==> src/lfr_pkg.sv <==
// Constants and types shared by the LED problem reporting block
package lfr_pkg;

  // ----------------------------------------------------------------
  // Register map
  // ----------------------------------------------------------------
  localparam logic [7:0] LFR_REPORT_CTRL_ADDR = 8'h05;
  localparam logic [7:0] LFR_STATUS_ADDR = 8'h07;
  localparam logic LFR_REPORT_ENABLE_RESET = 1'b1;
  localparam logic [7:0] LFR_STATUS_RESET = 8'h00;
  localparam logic [5:0] LFR_LATCH_RESET = 6'h00;
  localparam int LFR_REPORT_ENABLE_BIT = 0;

  // ----------------------------------------------------------------
  // Status field positions
  // ----------------------------------------------------------------
  localparam int LFR_GREEN_OPEN_BIT = 7;
  localparam int LFR_GREEN_SHORT_BIT = 6;
  localparam int LFR_BLUE_OPEN_BIT = 4;
  localparam int LFR_BLUE_SHORT_BIT = 3;
  localparam int LFR_RED_OPEN_BIT = 1;
  localparam int LFR_RED_SHORT_BIT = 0;

  // ----------------------------------------------------------------
  // Latch vector order
  // ----------------------------------------------------------------
  localparam int LFR_IDX_RED_SHORT = 0;
  localparam int LFR_IDX_RED_OPEN = 1;
  localparam int LFR_IDX_BLUE_SHORT = 2;
  localparam int LFR_IDX_BLUE_OPEN = 3;
  localparam int LFR_IDX_GREEN_SHORT = 4;
  localparam int LFR_IDX_GREEN_OPEN = 5;
  localparam int LFR_NUM_PROBLEMS = 6;

  // ----------------------------------------------------------------
  // Serial target
  // ----------------------------------------------------------------
  // Arbitrary neutral target address
  localparam logic [6:0] LFR_TARGET_ADDR = 7'h2a;
  localparam logic [3:0] LFR_BITS_PER_BYTE = 4'h8;
  localparam logic [7:0] LFR_UNMAPPED_READ = 8'h00;

  typedef enum logic [6:0] {
    LFR_ST_IDLE = 7'b0000001,
    LFR_ST_ADDR = 7'b0000010,
    LFR_ST_AACK = 7'b0000100,
    LFR_ST_WDATA = 7'b0001000,
    LFR_ST_WACK = 7'b0010000,
    LFR_ST_RDATA = 7'b0100000,
    LFR_ST_RACK = 7'b1000000
  } lfr_state_t;

endpackage

==> src/lfr_problem_latch.sv <==
// Sticky per-channel open and short latches with pin synchronisers
`timescale 1ns/1ps
`default_nettype none
module lfr_problem_latch
  import lfr_pkg::*;
#(
  parameter int WIDTH = LFR_NUM_PROBLEMS
) (
  // Clock and reset
  input wire logic clk_i,
  input wire logic rst_i,
  // Detector levels from the analog side
  input wire logic [WIDTH-1:0] detect_i,
  // Clear pulse from a disable then enable sequence
  input wire logic clear_i,
  // Latched problems
  output logic [WIDTH-1:0] latched_o
);

  logic [WIDTH-1:0] sync1_reg;
  logic [WIDTH-1:0] sync2_reg;
  logic [WIDTH-1:0] latched_reg;
  logic [WIDTH-1:0] latched_next;

  // ----------------------------------------------------------------
  // Latch update, a new detection beats the clear
  // ----------------------------------------------------------------
  assign latched_next = (clear_i ? '0 : latched_reg) | sync2_reg;
  assign latched_o = latched_reg;

  always_ff @(posedge clk_i) begin
    if (rst_i) begin
      sync1_reg <= '0;
      sync2_reg <= '0;
      latched_reg <= LFR_LATCH_RESET;
    end else begin
      sync1_reg <= detect_i;
      sync2_reg <= sync1_reg;
      latched_reg <= latched_next;
    end
  end

endmodule
`default_nettype wire

==> src/lfr_top.sv <==
// LED problem reporting block with its serial register target
`timescale 1ns/1ps
`default_nettype none
module lfr_top
  import lfr_pkg::*;
#(
  parameter logic [6:0] TARGET_ADDR = LFR_TARGET_ADDR
) (
  // Clock and reset
  input wire logic CLK_I,
  input wire logic SYS_RST_I,
  // Serial bus pins, open drain data
  input wire logic SCL_I,
  input wire logic SDA_I,
  output logic SDA_O,
  output logic SDA_OE_O,
  // Detector levels
  input wire logic GREEN_OPEN_I,
  input wire logic GREEN_SHORT_I,
  input wire logic BLUE_OPEN_I,
  input wire logic BLUE_SHORT_I,
  input wire logic RED_OPEN_I,
  input wire logic RED_SHORT_I,
  // Alert pin
  output logic ALERT_O
);

  // ----------------------------------------------------------------
  // Declarations
  // ----------------------------------------------------------------
  logic [2:0] scl_sync_reg;
  logic [2:0] sda_sync_reg;
  logic scl_s;
  logic sda_s;
  logic scl_rise;
  logic scl_fall;
  logic start_seen;
  logic stop_seen;
  lfr_state_t state_reg;
  lfr_state_t state_next;
  logic [3:0] cnt_reg;
  logic [3:0] cnt_next;
  logic [7:0] shift_reg;
  logic [7:0] shift_next;
  logic [7:0] tx_reg;
  logic [7:0] tx_next;
  logic [7:0] ptr_reg;
  logic [7:0] ptr_next;
  logic rw_reg;
  logic rw_next;
  logic first_reg;
  logic first_next;
  logic nack_reg;
  logic nack_next;
  logic enable_reg;
  logic enable_next;
  logic alert_reg;
  logic byte_done;
  logic addr_match;
  logic wr_stb;
  logic wr_ctrl;
  logic clear_pulse;
  logic [5:0] detect;
  logic [5:0] latched;
  logic [7:0] status_word;
  logic [7:0] rd_word;

  // ----------------------------------------------------------------
  // Register read decode
  // ----------------------------------------------------------------
  function automatic logic [7:0] read_reg(input logic [7:0] addr,
                                          input logic en,
                                          input logic [7:0] status);
    logic [7:0] word;
    word = LFR_UNMAPPED_READ;
    if (addr == LFR_REPORT_CTRL_ADDR) begin
      word[LFR_REPORT_ENABLE_BIT] = en;
    end else if (addr == LFR_STATUS_ADDR) begin
      word = status;
    end
    return word;
  endfunction

  // ----------------------------------------------------------------
  // Pin synchronisers and bus events
  // ----------------------------------------------------------------
  assign scl_s = scl_sync_reg[1];
  assign sda_s = sda_sync_reg[1];
  assign scl_rise = scl_s & ~scl_sync_reg[2];
  assign scl_fall = ~scl_s & scl_sync_reg[2];
  assign start_seen = scl_s & scl_sync_reg[2] & ~sda_s & sda_sync_reg[2];
  assign stop_seen = scl_s & scl_sync_reg[2] & sda_s & ~sda_sync_reg[2];

  always_ff @(posedge CLK_I) begin
    if (SYS_RST_I) begin
      scl_sync_reg <= 3'h7;
      sda_sync_reg <= 3'h7;
    end else begin
      scl_sync_reg <= {scl_sync_reg[1:0], SCL_I};
      sda_sync_reg <= {sda_sync_reg[1:0], SDA_I};
    end
  end

  // ----------------------------------------------------------------
  // Problem latches and status word
  // ----------------------------------------------------------------
  assign detect[LFR_IDX_RED_SHORT] = RED_SHORT_I;
  assign detect[LFR_IDX_RED_OPEN] = RED_OPEN_I;
  assign detect[LFR_IDX_BLUE_SHORT] = BLUE_SHORT_I;
  assign detect[LFR_IDX_BLUE_OPEN] = BLUE_OPEN_I;
  assign detect[LFR_IDX_GREEN_SHORT] = GREEN_SHORT_I;
  assign detect[LFR_IDX_GREEN_OPEN] = GREEN_OPEN_I;

  lfr_problem_latch #(
    .WIDTH(LFR_NUM_PROBLEMS)
  ) u_latch (
    .clk_i(CLK_I),
    .rst_i(SYS_RST_I),
    .detect_i(detect),
    .clear_i(clear_pulse),
    .latched_o(latched)
  );

  always_comb begin
    status_word = LFR_STATUS_RESET;
    status_word[LFR_GREEN_OPEN_BIT] = latched[LFR_IDX_GREEN_OPEN];
    status_word[LFR_GREEN_SHORT_BIT] = latched[LFR_IDX_GREEN_SHORT];
    status_word[LFR_BLUE_OPEN_BIT] = latched[LFR_IDX_BLUE_OPEN];
    status_word[LFR_BLUE_SHORT_BIT] = latched[LFR_IDX_BLUE_SHORT];
    status_word[LFR_RED_OPEN_BIT] = latched[LFR_IDX_RED_OPEN];
    status_word[LFR_RED_SHORT_BIT] = latched[LFR_IDX_RED_SHORT];
  end

  // ----------------------------------------------------------------
  // Register writes and enable
  // ----------------------------------------------------------------
  assign wr_stb = scl_fall & (state_reg == LFR_ST_WACK) & ~first_reg;
  assign wr_ctrl = wr_stb & (ptr_reg == LFR_REPORT_CTRL_ADDR);
  assign enable_next = wr_ctrl ? shift_reg[LFR_REPORT_ENABLE_BIT]
                               : enable_reg;
  assign clear_pulse = wr_ctrl & shift_reg[LFR_REPORT_ENABLE_BIT]
                       & ~enable_reg;

  always_ff @(posedge CLK_I) begin
    if (SYS_RST_I) begin
      enable_reg <= LFR_REPORT_ENABLE_RESET;
      alert_reg <= 1'b0;
    end else begin
      enable_reg <= enable_next;
      alert_reg <= enable_reg & (|latched);
    end
  end

  assign ALERT_O = alert_reg;

  // ----------------------------------------------------------------
  // Serial target sequencer
  // ----------------------------------------------------------------
  assign byte_done = (cnt_reg == LFR_BITS_PER_BYTE);
  assign addr_match = (shift_reg[7:1] == TARGET_ADDR);
  assign rd_word = read_reg(ptr_reg, enable_reg, status_word);

  always_comb begin
    state_next = state_reg;
    cnt_next = cnt_reg;
    shift_next = shift_reg;
    tx_next = tx_reg;
    ptr_next = ptr_reg;
    rw_next = rw_reg;
    first_next = first_reg;
    nack_next = nack_reg;
    if (start_seen) begin
      state_next = LFR_ST_ADDR;
      cnt_next = 4'h0;
    end else if (stop_seen) begin
      state_next = LFR_ST_IDLE;
    end else if (scl_rise) begin
      if (state_reg == LFR_ST_RACK) begin
        nack_next = sda_s;
      end else if ((state_reg != LFR_ST_IDLE) & (state_reg != LFR_ST_AACK)
                   & (state_reg != LFR_ST_WACK)) begin
        // Acknowledge bits stay out of the shift register
        shift_next = {shift_reg[6:0], sda_s};
        cnt_next = cnt_reg + 4'h1;
      end
    end else if (scl_fall) begin
      case (state_reg)
        LFR_ST_ADDR: begin
          if (byte_done) begin
            rw_next = shift_reg[0];
            state_next = addr_match ? LFR_ST_AACK : LFR_ST_IDLE;
          end
        end
        LFR_ST_AACK: begin
          cnt_next = 4'h0;
          if (rw_reg) begin
            tx_next = rd_word;
            ptr_next = ptr_reg + 8'h01;
            state_next = LFR_ST_RDATA;
          end else begin
            first_next = 1'b1;
            state_next = LFR_ST_WDATA;
          end
        end
        LFR_ST_WDATA: begin
          if (byte_done) begin
            state_next = LFR_ST_WACK;
          end
        end
        LFR_ST_WACK: begin
          cnt_next = 4'h0;
          first_next = 1'b0;
          ptr_next = first_reg ? shift_reg : ptr_reg + 8'h01;
          state_next = LFR_ST_WDATA;
        end
        LFR_ST_RDATA: begin
          if (byte_done) begin
            state_next = LFR_ST_RACK;
          end else begin
            tx_next = {tx_reg[6:0], 1'b0};
          end
        end
        LFR_ST_RACK: begin
          cnt_next = 4'h0;
          if (nack_reg) begin
            state_next = LFR_ST_IDLE;
          end else begin
            tx_next = rd_word;
            ptr_next = ptr_reg + 8'h01;
            state_next = LFR_ST_RDATA;
          end
        end
        default: begin
          state_next = state_reg;
        end
      endcase
    end
  end

  always_ff @(posedge CLK_I) begin
    if (SYS_RST_I) begin
      state_reg <= LFR_ST_IDLE;
      cnt_reg <= 4'h0;
      shift_reg <= 8'h00;
      tx_reg <= 8'h00;
      ptr_reg <= 8'h00;
      rw_reg <= 1'b0;
      first_reg <= 1'b0;
      nack_reg <= 1'b0;
    end else begin
      state_reg <= state_next;
      cnt_reg <= cnt_next;
      shift_reg <= shift_next;
      tx_reg <= tx_next;
      ptr_reg <= ptr_next;
      rw_reg <= rw_next;
      first_reg <= first_next;
      nack_reg <= nack_next;
    end
  end

  // ----------------------------------------------------------------
  // Data pin drive, low only
  // ----------------------------------------------------------------
  assign SDA_O = 1'b0;
  assign SDA_OE_O = (state_reg == LFR_ST_AACK) | (state_reg == LFR_ST_WACK)
                    | ((state_reg == LFR_ST_RDATA) & ~tx_reg[7]);

endmodule
`default_nettype wire

==> config.mk <==
export PLATFORM = sky130hd
export DESIGN_NAME = lfr_top
export DESIGN_NICKNAME = d
export VERILOG_FILES = /design/src/lfr_pkg.sv /design/src/lfr_problem_latch.sv /design/src/lfr_top.sv
export SDC_FILE = /design/constraint.sdc
export NUM_CORES = 1
export LEC_CHECK = 0
export BUFFER_PORTS_ARGS = -buffer_cell sky130_fd_sc_hd__buf_2
export CAP_MARGIN = 20
export CORE_UTILIZATION = 55
export DETAILED_ROUTE_END_ITERATION = 6
export MAX_ROUTING_LAYER = met4
export PLACE_DENSITY = 0.74
export SLEW_MARGIN = 20
export SYNTH_ARGS = -nofsm -noshare
export SYNTH_HDL_FRONTEND = slang
export SYNTH_SLANG_ARGS = --single-unit
==> constraint.sdc <==
create_clock -name CLK_I -period 3.6 [get_ports CLK_I]
set_clock_uncertainty 0.05 [all_clocks]
set_input_delay 0.54 -clock CLK_I [delete_from_list [all_inputs] [get_ports CLK_I]]
set_output_delay 0.54 -clock CLK_I [all_outputs]
set_load 0.02 [all_outputs]
==> summary.txt, run 1 <==
Vias in the first global route = 2006
Top delay family on crit path = simple AND/OR/NAND/NOR gates
Clock Pin Slew Worst Setup and Hold Paths = 0.07 ns
Tot Pwr = 1.31 mW
Drt pass-1 iters = 4
Hold Path Depth = 2
Clock Sinks = 64
Slew headroom = 0.389
Via count = 2274
Ratio of cells with drive above 1 in the final layout = 0.123
Placed cells = 393
Mapped Area = 2850 sq um
CP arrival = 2.15 ns
DRT Wirelength = 5560 microns
Max Clock Freq = 366 MHz
Peak supply drop = 0.288 mV
Initial Util = 0.588
Avg Inst Size Synth = 8.64 sq um
GR Layer Usage met2 = 0.343
Drt drc = 0
Fill count = 421
Yosys warns = 0
Die width = 74.0 microns
Layout area overhead = 8.78%
1st-iter DRT viols = 150
Placed cell area = 2930 sq um
Post-synthesis register bit count = 64
Post-synth EDFFs = 0
Worst Hold End = scl_sync_reg[0]$_SDFF_PP1_
Clk Latency, worst-skew pair = 0.34 ns
# Max-Cap Violations = 0
Post-cts sizing count = 0
Most common flop cell mapped by yosys = dfxtp_1
Final design utilization = 0.640
WL/cell = 13.6 microns
Setup bufs post-CTS = 0
Buf+Inv Stages, Crit Path = 3
GR peak layer = met2
Reg area = 1280 sq um
Largest net degree at the start of global routing = 50
FF-to-FF setup slack = 1.10 ns
Die area = 5480 sq um
GRT Overall Usage = 0.236
Fin nets = 351
CP Max Fanout = 11
Mapped Cells = 330
N_diodes = 0
Startpoint types = flop
Area occupied by multi-input gates = 1450 sq um
Gr ovfl total = 0
Crit-path cells = or4_4 > nor2_1 > buf_4 > inv_1 > o21ai_0 > buf_2
Leak = 1.13 nW
CTS H-tree depth = 3
Worst Tran Pin Value = 0.917 ns
Unrepaired setup endpoints after global routing = no
Reg2Reg Depth = 5
Period minus WS final = 2.74 ns
Setup TNS = 0 ns
Slowest cell on the critical path = or4_4
Port Buffer Count = 11
First-pass GRT wire length = 9440 microns
Crit path launch = state_reg[1]$_SDFFE_PP0P_
Worst R2R Start = state_reg[1]$_SDFFE_PP0P_
Sequential fraction of the synthesis area = 0.449
Routed Antenna Nets = 0
R2r endpoint = tx_reg[0]$_SDFFE_PP0P_
Crit Path Category = reg -> out
Fin. Hold Viols = 0
Via density = 5.56
Critical path capture point type = primary output
Ports = 13
GR Util met3 = 0.0583
Met1 usage = 0.312
Final non-filler cell total = 409
Synth Net Count = 344
CTS buffer count = 9
Final-report setup violation count = 0
Max clock buf depth = 2
Total core area = 4850 sq um
FFs w/ async S/R, synth = 0
Chip Height = 74.0 microns
CTS Root Cell = clkbuf_8
Unique cell type count in the Yosys netlist = 54
Worst hold start = SCL_I
Critical path's largest stage delay = 0.60 ns
Antenna violations before repair = 0
Slew Viols, Final = 0
DP HPWL = 3790 microns
Number of hold buffers added after cts = 0
Status = finished, final reports clean
Required time worst endpoint = 3.01 ns
Worst hold path type = in -> reg
Fin crit share = 0.760
Pwr/cell area = 424 nW/um^2
Routability cong. = 0.879
Final instance area = 3100 sq um
Num rows = 25
CTS tree = built
area by class of cell:
| cell class | count | share of cell area |
|---|---|---|
| clock buffer | 9 | 0.0399 |
| clock inverter | 7 | 0.0157 |
| inverter | 11 | 0.0133 |
| multi-input combinational | 237 | 0.466 |
| sequential | 64 | 0.413 |
| tap | 67 | 0.0270 |
| timing repair buffer | 14 | 0.0250 |
cell usage after synthesis (3+ instances only):
| cell type | number | area share |
|---|---|---|
| a211oi_1 | 5 | 0.013 |
| a21oi_1 | 24 | 0.042 |
| a22oi_1 | 7 | 0.018 |
| and3_1 | 5 | 0.011 |
| buf_2 | 4 | 0.0070 |
| clkbuf_1 | 11 | 0.014 |
| dfxtp_1 | 64 | 0.45 |
| ha_1 | 4 | 0.018 |
| inv_1 | 10 | 0.013 |
| mux2i_1 | 16 | 0.056 |
| nand2_1 | 20 | 0.026 |
| nand2b_1 | 4 | 0.0088 |
| nand3_1 | 10 | 0.018 |
| nand3b_1 | 4 | 0.011 |
| nor2_1 | 45 | 0.059 |
| nor2b_1 | 20 | 0.044 |
| nor3_1 | 7 | 0.012 |
| nor4_1 | 3 | 0.0066 |
| o21ai_0 | 14 | 0.025 |
| o21ai_1 | 4 | 0.0070 |
| o31ai_1 | 3 | 0.0079 |
| or2_2 | 5 | 0.011 |
| xor2_1 | 3 | 0.0092 |
cells by family after synthesis:
group,synth area share
xor gates and xnor gates,0.0154
DFF,0.449
other,0.00132
adders and majority gates,0.0176
muxes,0.0562
buffers and inverters,0.0439
and+or+nand+nor,0.247
AOI/OAI and AO/OA,0.170
stage by stage:
step                      hold WS [ns]  setup WS, ns
after floorplan                  0.339          1.12
after global placement           0.346          1.12
after detailed placement         0.352          1.10
after CTS                        0.313         0.847
after global routing             0.310         0.755
final                            0.324         0.864
metal layers:
layer | vias up | share of wire
met3 | 9 | 0.041
met1 | 1040 | 0.50
met2 | 49 | 0.44
met4 | 0 | 0.013
li1 | 1176 | -
met5 | - | 0
placed cells by master, fill, tap and decap left out, types with 5 or more instances in the layout:
cell type and count:
a22oi_1 7, and3_1 5, buf_2 11, a21oi_1 24, mux2i_1 16, nand3_1 10, nor3_1 7, a211oi_1 5
nor2_1 45, dfxtp_1 64, o21ai_0 14, or2_2 5, nor2b_1 20, inv_1 10, clkbuf_8 9, nand2_1 20
worst reg2reg max path: stages (launching register included):
cell,delay [ns]
dfxtp_1,0.39
or4_4,0.60
a211o_1,0.26
a221oi_2,0.78
mux2i_1,0.26
nor2_1,0.05
worst max-delay path by stage:
stage | to | slack (ns) | depth (start not counted)
finish | SDA_OE_O | 0.86 | 6
CTS | SDA_OE_O | 0.85 | 6
global route | SDA_OE_O | 0.76 | 6
global placement | ptr_reg[1]$_SDFFE_PP0P_ | 1.12 | 6
detailed placement | tx_reg[0]$_SDFFE_PP0P_ | 1.10 | 5
floorplan | SDA_OE_O | 1.12 | 6
power breakdown:
group / total (mW) / switching [mW] / internal [mW]
clock network: 0.534 / 0.285 / 0.249
registers: 0.733 / 0.00959 / 0.723
logic: 0.0472 / 0.0278 / 0.0194
Note: power is estimated with default switching activity, not from simulation.
==> inputs of run 2 (changes only) <==
ABC_AREA = 1   (was unset)
clock period = 2.6 ns   (was 3.6 ns; I/O delays follow)
==> summary.txt, run 2 <==
Status = finished, final reports clean
Die area = 5980 sq um
Num rows = 27
Fin nets = 458
Top delay family on crit path = simple AND/OR/NAND/NOR gates
Largest net degree at the start of global routing = 34
Slowest cell on the critical path = dfxtp_1
Cell taking the most area after synthesis = dfxtp_1
Crit-path cells = nor2_2 > nand2_4 > nor2_4 > nor2_1 > o21ai_0 > buf_2
Via count = 2602
Most frequent cells in the layout = nor2_1, nand2_1, dfxtp_1, inv_1
Synth area leaders = dfxtp_1, nand2_1, nor2_1, inv_1, a21oi_1
Unique cell type count in the Yosys netlist = 33
Leak = 1.60 nW
Placed cell area = 3200 sq um
GRT Overall Usage = 0.231
Ports = 13
Pwr/cell area = 583 nW/um^2
Avg Inst Size Synth = 7.23 sq um
First-pass GRT wire length = 10500 microns
Post-synthesis register bit count = 64
Final-report setup violation count = 0
Fin crit share = 0.755
# Max-Cap Violations = 0
Setup TNS = 0 ns
Startpoint types = flop
Ratio of cells with drive above 1 in the final layout = 0.163
Fill count = 535
Unrepaired setup endpoints after global routing = no
Chip Height = 77.4 microns
Drt drc = 0
CP Max Fanout = 5
Most common flop cell mapped by yosys = dfxtp_1
Clock Pin Slew Worst Setup and Hold Paths = 0.07 ns
Critical path's largest stage delay = 0.33 ns
Max Clock Freq = 510 MHz
Routability cong. = 0.847
Top-area cell type share of the netlist area = 0.410
WL/cell = 11.5 microns
Peak supply drop = 0.435 mV
Slew headroom = 0.525
CTS buffer count = 9
Vias in the first global route = 2430
Mapped Cells = 432
CTS H-tree depth = 3
Post-cts sizing count = 0
Antenna violations before repair = 0
Period minus WS final = 1.96 ns
Setup bufs post-CTS = 0
Crit Path Category = reg -> out
CTS Root Cell = clkbuf_8
Worst hold path type = in -> reg
Synth Net Count = 446
Clock Sinks = 64
N_diodes = 0
Routed Antenna Nets = 0
Worst Tran Pin Value = 0.711 ns
Fin. Hold Viols = 0
Initial Util = 0.571
Slew Viols, Final = 0
Post-synth EDFFs = 0
Port Buffer Count = 11
DRT Wirelength = 5980 microns
Die width = 77.4 microns
Critical path capture point type = primary output
Required time worst endpoint = 2.16 ns
Yosys warns = 0
CTS tree = built
Sequential fraction of the synthesis area = 0.410
Via density = 4.99
1st-iter DRT viols = 104
Drt pass-1 iters = 5
Post-synth top cells = nand2_1, nor2_1, dfxtp_1
Clk Latency, worst-skew pair = 0.34 ns
FFs w/ async S/R, synth = 0
Layout area overhead = 9.01%
Final instance area = 3400 sq um
Number of hold buffers added after cts = 0
CP arrival = 1.52 ns
Total core area = 5470 sq um
Mapped Area = 3120 sq um
Max clock buf depth = 2
DP HPWL = 4430 microns
Gr ovfl total = 0
Buf+Inv Stages, Crit Path = 1
## run 2: changes by cell type after synthesis, moves of 8 or more
cell	change
nand2_1	+56
inv_1	+41
nor2_1	+31
nor2b_1	-20
nand3_1	+19
mux2i_1	-16
clkbuf_1	-8
o21ai_1	+8
## run 2: final timing paths
check             cells after the start  slack, ns                         endpoint                             from
hold / removal                        2       0.18       scl_sync_reg[0]$_SDFF_PP1_                            SCL_I
hold reg to reg                       2       0.35  u_latch.sync2_reg[1]$_SDFF_PP0_  u_latch.sync1_reg[1]$_SDFF_PP0_
setup / recovery                      6       0.64                         SDA_OE_O        state_reg[1]$_SDFFE_PP0P_
setup reg to reg                     10       0.79        state_reg[0]$_SDFFE_PP1P_        state_reg[1]$_SDFFE_PP0P_
## run 2: metrics by stage
| stage | hold WS, ns | cells | setup slack (ns) | power (mW) | utilization |
|---|---|---|---|---|---|
| 2_1_floorplan | 0.338 | 432 | 0.922 | 1.11 | - |
| 3_3_place_gp | 0.339 | 505 | 0.776 | 1.13 | 0.584 |
| 3_5_place_dp | 0.345 | 505 | 0.692 | 1.14 | 0.584 |
| 4_1_cts | 0.163 | 521 | 0.618 | 2.01 | 0.622 |
| 5_1_grt | 0.166 | 521 | 0.490 | 2.07 | 0.622 |
| 6_report | 0.178 | 521 | 0.638 | 1.98 | 0.622 |
## run 2: worst register-to-register path: cells and delay by family, from the launching register on
family | cells | cell delay [ns]
AND/OR/NAND/NOR | 10 | 1.31
flip-flops | 1 | 0.33
## run 2: where the power goes
group	total, mW	switching (mW)	internal [mW]
Clock	0.872	0.375	0.497
Combinational	0.0966	0.0629	0.0337
Sequential	1.02	0.0126	1.00
## run 2: cell families (layout without fill, tap and decap cells)
kind of cell / after synthesis / count (layout) / share of synthesized area
AO/OA/AOI/OAI: 67 / 67 / 0.115
XOR/XNOR: 5 / 5 / 0.0140
adder cells (fa/ha/maj): 4 / 4 / 0.0160
buffers and inverters: 68 / 85 / 0.0945
flip-flops: 64 / 64 / 0.410
other: 1 / 1 / 0.00120
AND/OR/NAND/NOR: 223 / 223 / 0.349
## run 2: layout make-up
| class | count | area [sq um] | share of cell area |
|---|---|---|---|
| multi-input combinational | 300 | 1550 | 0.454 |
| sequential | 64 | 1280 | 0.376 |
| clock buffer | 12 | 155 | 0.0456 |
| timing repair buffer | 11 | 55.1 | 0.0162 |
| inverter | 58 | 225 | 0.0662 |
| clock inverter | 4 | 51.3 | 0.0151 |
| tap | 72 | 90.1 | 0.0265 |
## run 2: metal layers
metal  track usage  part of all wire  wire [microns]
met1         0.276              0.48            2890
met2         0.368              0.47            2780
met3        0.0718             0.037             221
met4        0.0774             0.014              83
met5             -                 0               0
==> inputs of run 3 (changes only) <==
clock period = 1.9 ns   (was 2.6 ns; I/O delays follow)
==> summary.txt, run 3 (same netlist as run 2, synthesis figures left out) <==
Critical path's largest stage delay = 0.35 ns
Final-report setup violation count = 0
Fin crit share = 0.961
WL/cell = 11.7 microns
Clock Sinks = 64
DRT Wirelength = 6170 microns
Final Worst Setup Slack = 0.0745 ns
Via count = 2658
Slew Viols, Final = 0
Chip Height = 77.4 microns
Peak supply drop = 0.693 mV
Critical Path Most Common Cell = nand2_4
GRT Overall Usage = 0.230
Routed Antenna Nets = 0
Port Buffer Count = 11
Drt pass-1 iters = 4
Slew headroom = 0.642
Required time worst endpoint = 1.56 ns
Via density = 5.05
Num rows = 27
Slowest cell on the critical path = dfxtp_1
N_diodes = 0
Status = finished, final reports clean
Ports = 13
Die width = 77.4 microns
First-pass GRT wire length = 10500 microns
Placed cell area = 3230 sq um
CTS H-tree depth = 3
Gr ovfl total = 0
Drt drc = 0
CTS Root Cell = clkbuf_8
Initial Util = 0.571
Clk Latency, worst-skew pair = 0.35 ns
CTS buffer count = 9
Vias in the first global route = 2423
Largest net degree at the start of global routing = 26
1st-iter DRT viols = 136
Fin nets = 463
Post-placement setup slack = 0.172 ns
Pwr/cell area = 744 nW/um^2
Startpoint types = flop
Crit-path cells = nor2_4 > nand2_4 > inv_6 > nand2_4 > o21ai_0 > buf_2
Max Clock Freq = 548 MHz
Total core area = 5470 sq um
Worst hold path type = in -> reg
Routability cong. = 0.861
Crit Path Category = reg -> out
Most frequent cells in the layout = nor2_1, nand2_1, dfxtp_1, inv_1, a21oi_1
CP Max Fanout = 4
# Max-Cap Violations = 0
Antenna violations before repair = 0
Fin. Hold Viols = 0
Layout area overhead = 10.2%
CTS tree = built
Die area = 5980 sq um
Final non-filler cell total = 526
Final instance area = 3440 sq um
DP HPWL = 4470 microns
Tot Pwr = 2.56 mW
Worst Tran Pin Value = 0.535 ns
Leak = 1.61 nW
Placed cells = 509
Period minus WS final = 1.83 ns
Clock Pin Slew Worst Setup and Hold Paths = 0.07 ns
Max clock buf depth = 2
Critical path capture point type = primary output
CP arrival = 1.49 ns
Number of hold buffers added after cts = 0
Ratio of cells with drive above 1 in the final layout = 0.192
run 3: changes by cell type in the layout (fill, tap and decap cells not counted), moves of 2 or more:
cell,delta
buf_4,+5
clkbuf_8,-2
clkinv_2,+2
clkinvlp_4,+2
dfxtp_1,-3
dfxtp_2,+2
inv_1,-2
inv_2,+2
nor2_2,-2
nor2_4,+2
run 3: final cells by class:
class                      count  area, sq um
inverter                      58          229
sequential                    64         1290
fill                         506         2030
clock inverter                 7         47.5
tap                           72         90.1
multi-input combinational    300         1570
timing repair buffer          16         92.6
clock buffer                   9          124
run 3: timing repair:
action,4_1_cts,5_1_grt
gates resized for setup,1,11
setup endpoints to repair,1,14
buffers inserted,1,0
pin swaps,1,0
run 3: per-layer routing:
layer / routed length [microns] / track usage
met1: 3040 / 0.281
met5: 0 / -
met2: 2830 / 0.359
met3: 198 / 0.0471
met4: 105 / 0.121
run 3: power breakdown:
| group | total [mW] | switching, mW | leakage [nW] | internal [mW] |
|---|---|---|---|---|
| clock | 1.03 | 0.560 | 0.0854 | 0.471 |
| combinational | 0.139 | 0.0899 | 1.00 | 0.0493 |
| sequential | 1.39 | 0.0183 | 0.522 | 1.37 |
| total | 2.56 | 0.668 | 1.61 | 1.89 |
run 3: through the flow:
step,TNS (ns),hold slack (ns),util
detailed placement,0,0.345,0.590
finish,0,0.0670,0.629
global placement,0,0.341,0.590
global route,-0.00266,0.0683,0.629
CTS,0,0.0578,0.623
floorplan,0,0.338,-
run 3: worst paths after layout:
| path | startpoint | endpoint | slack [ns] | cells after the start |
|---|---|---|---|---|
| setup / recovery | state_reg[1]$_SDFFE_PP0P_ | SDA_OE_O | 0.07 | 6 |
| hold / removal | SDA_I | sda_sync_reg[0]$_SDFF_PP1_ | 0.07 | 2 |
| setup reg to reg | ptr_reg[1]$_SDFFE_PP0P_ | u_latch.latched_o[3]$_SDFF_PP0_ | 0.18 | 8 |
| hold reg to reg | u_latch.sync1_reg[2]$_SDFF_PP0_ | u_latch.sync2_reg[2]$_SDFF_PP0_ | 0.35 | 2 |
run 3: critical path, delay by kind of cell (launching register included):
family                 cells  cell delay (ns)
AOI/OAI and AO/OA          1             0.17
buffers and inverters      2             0.29
DFF                        1             0.35
and+or+nand+nor            3             0.33
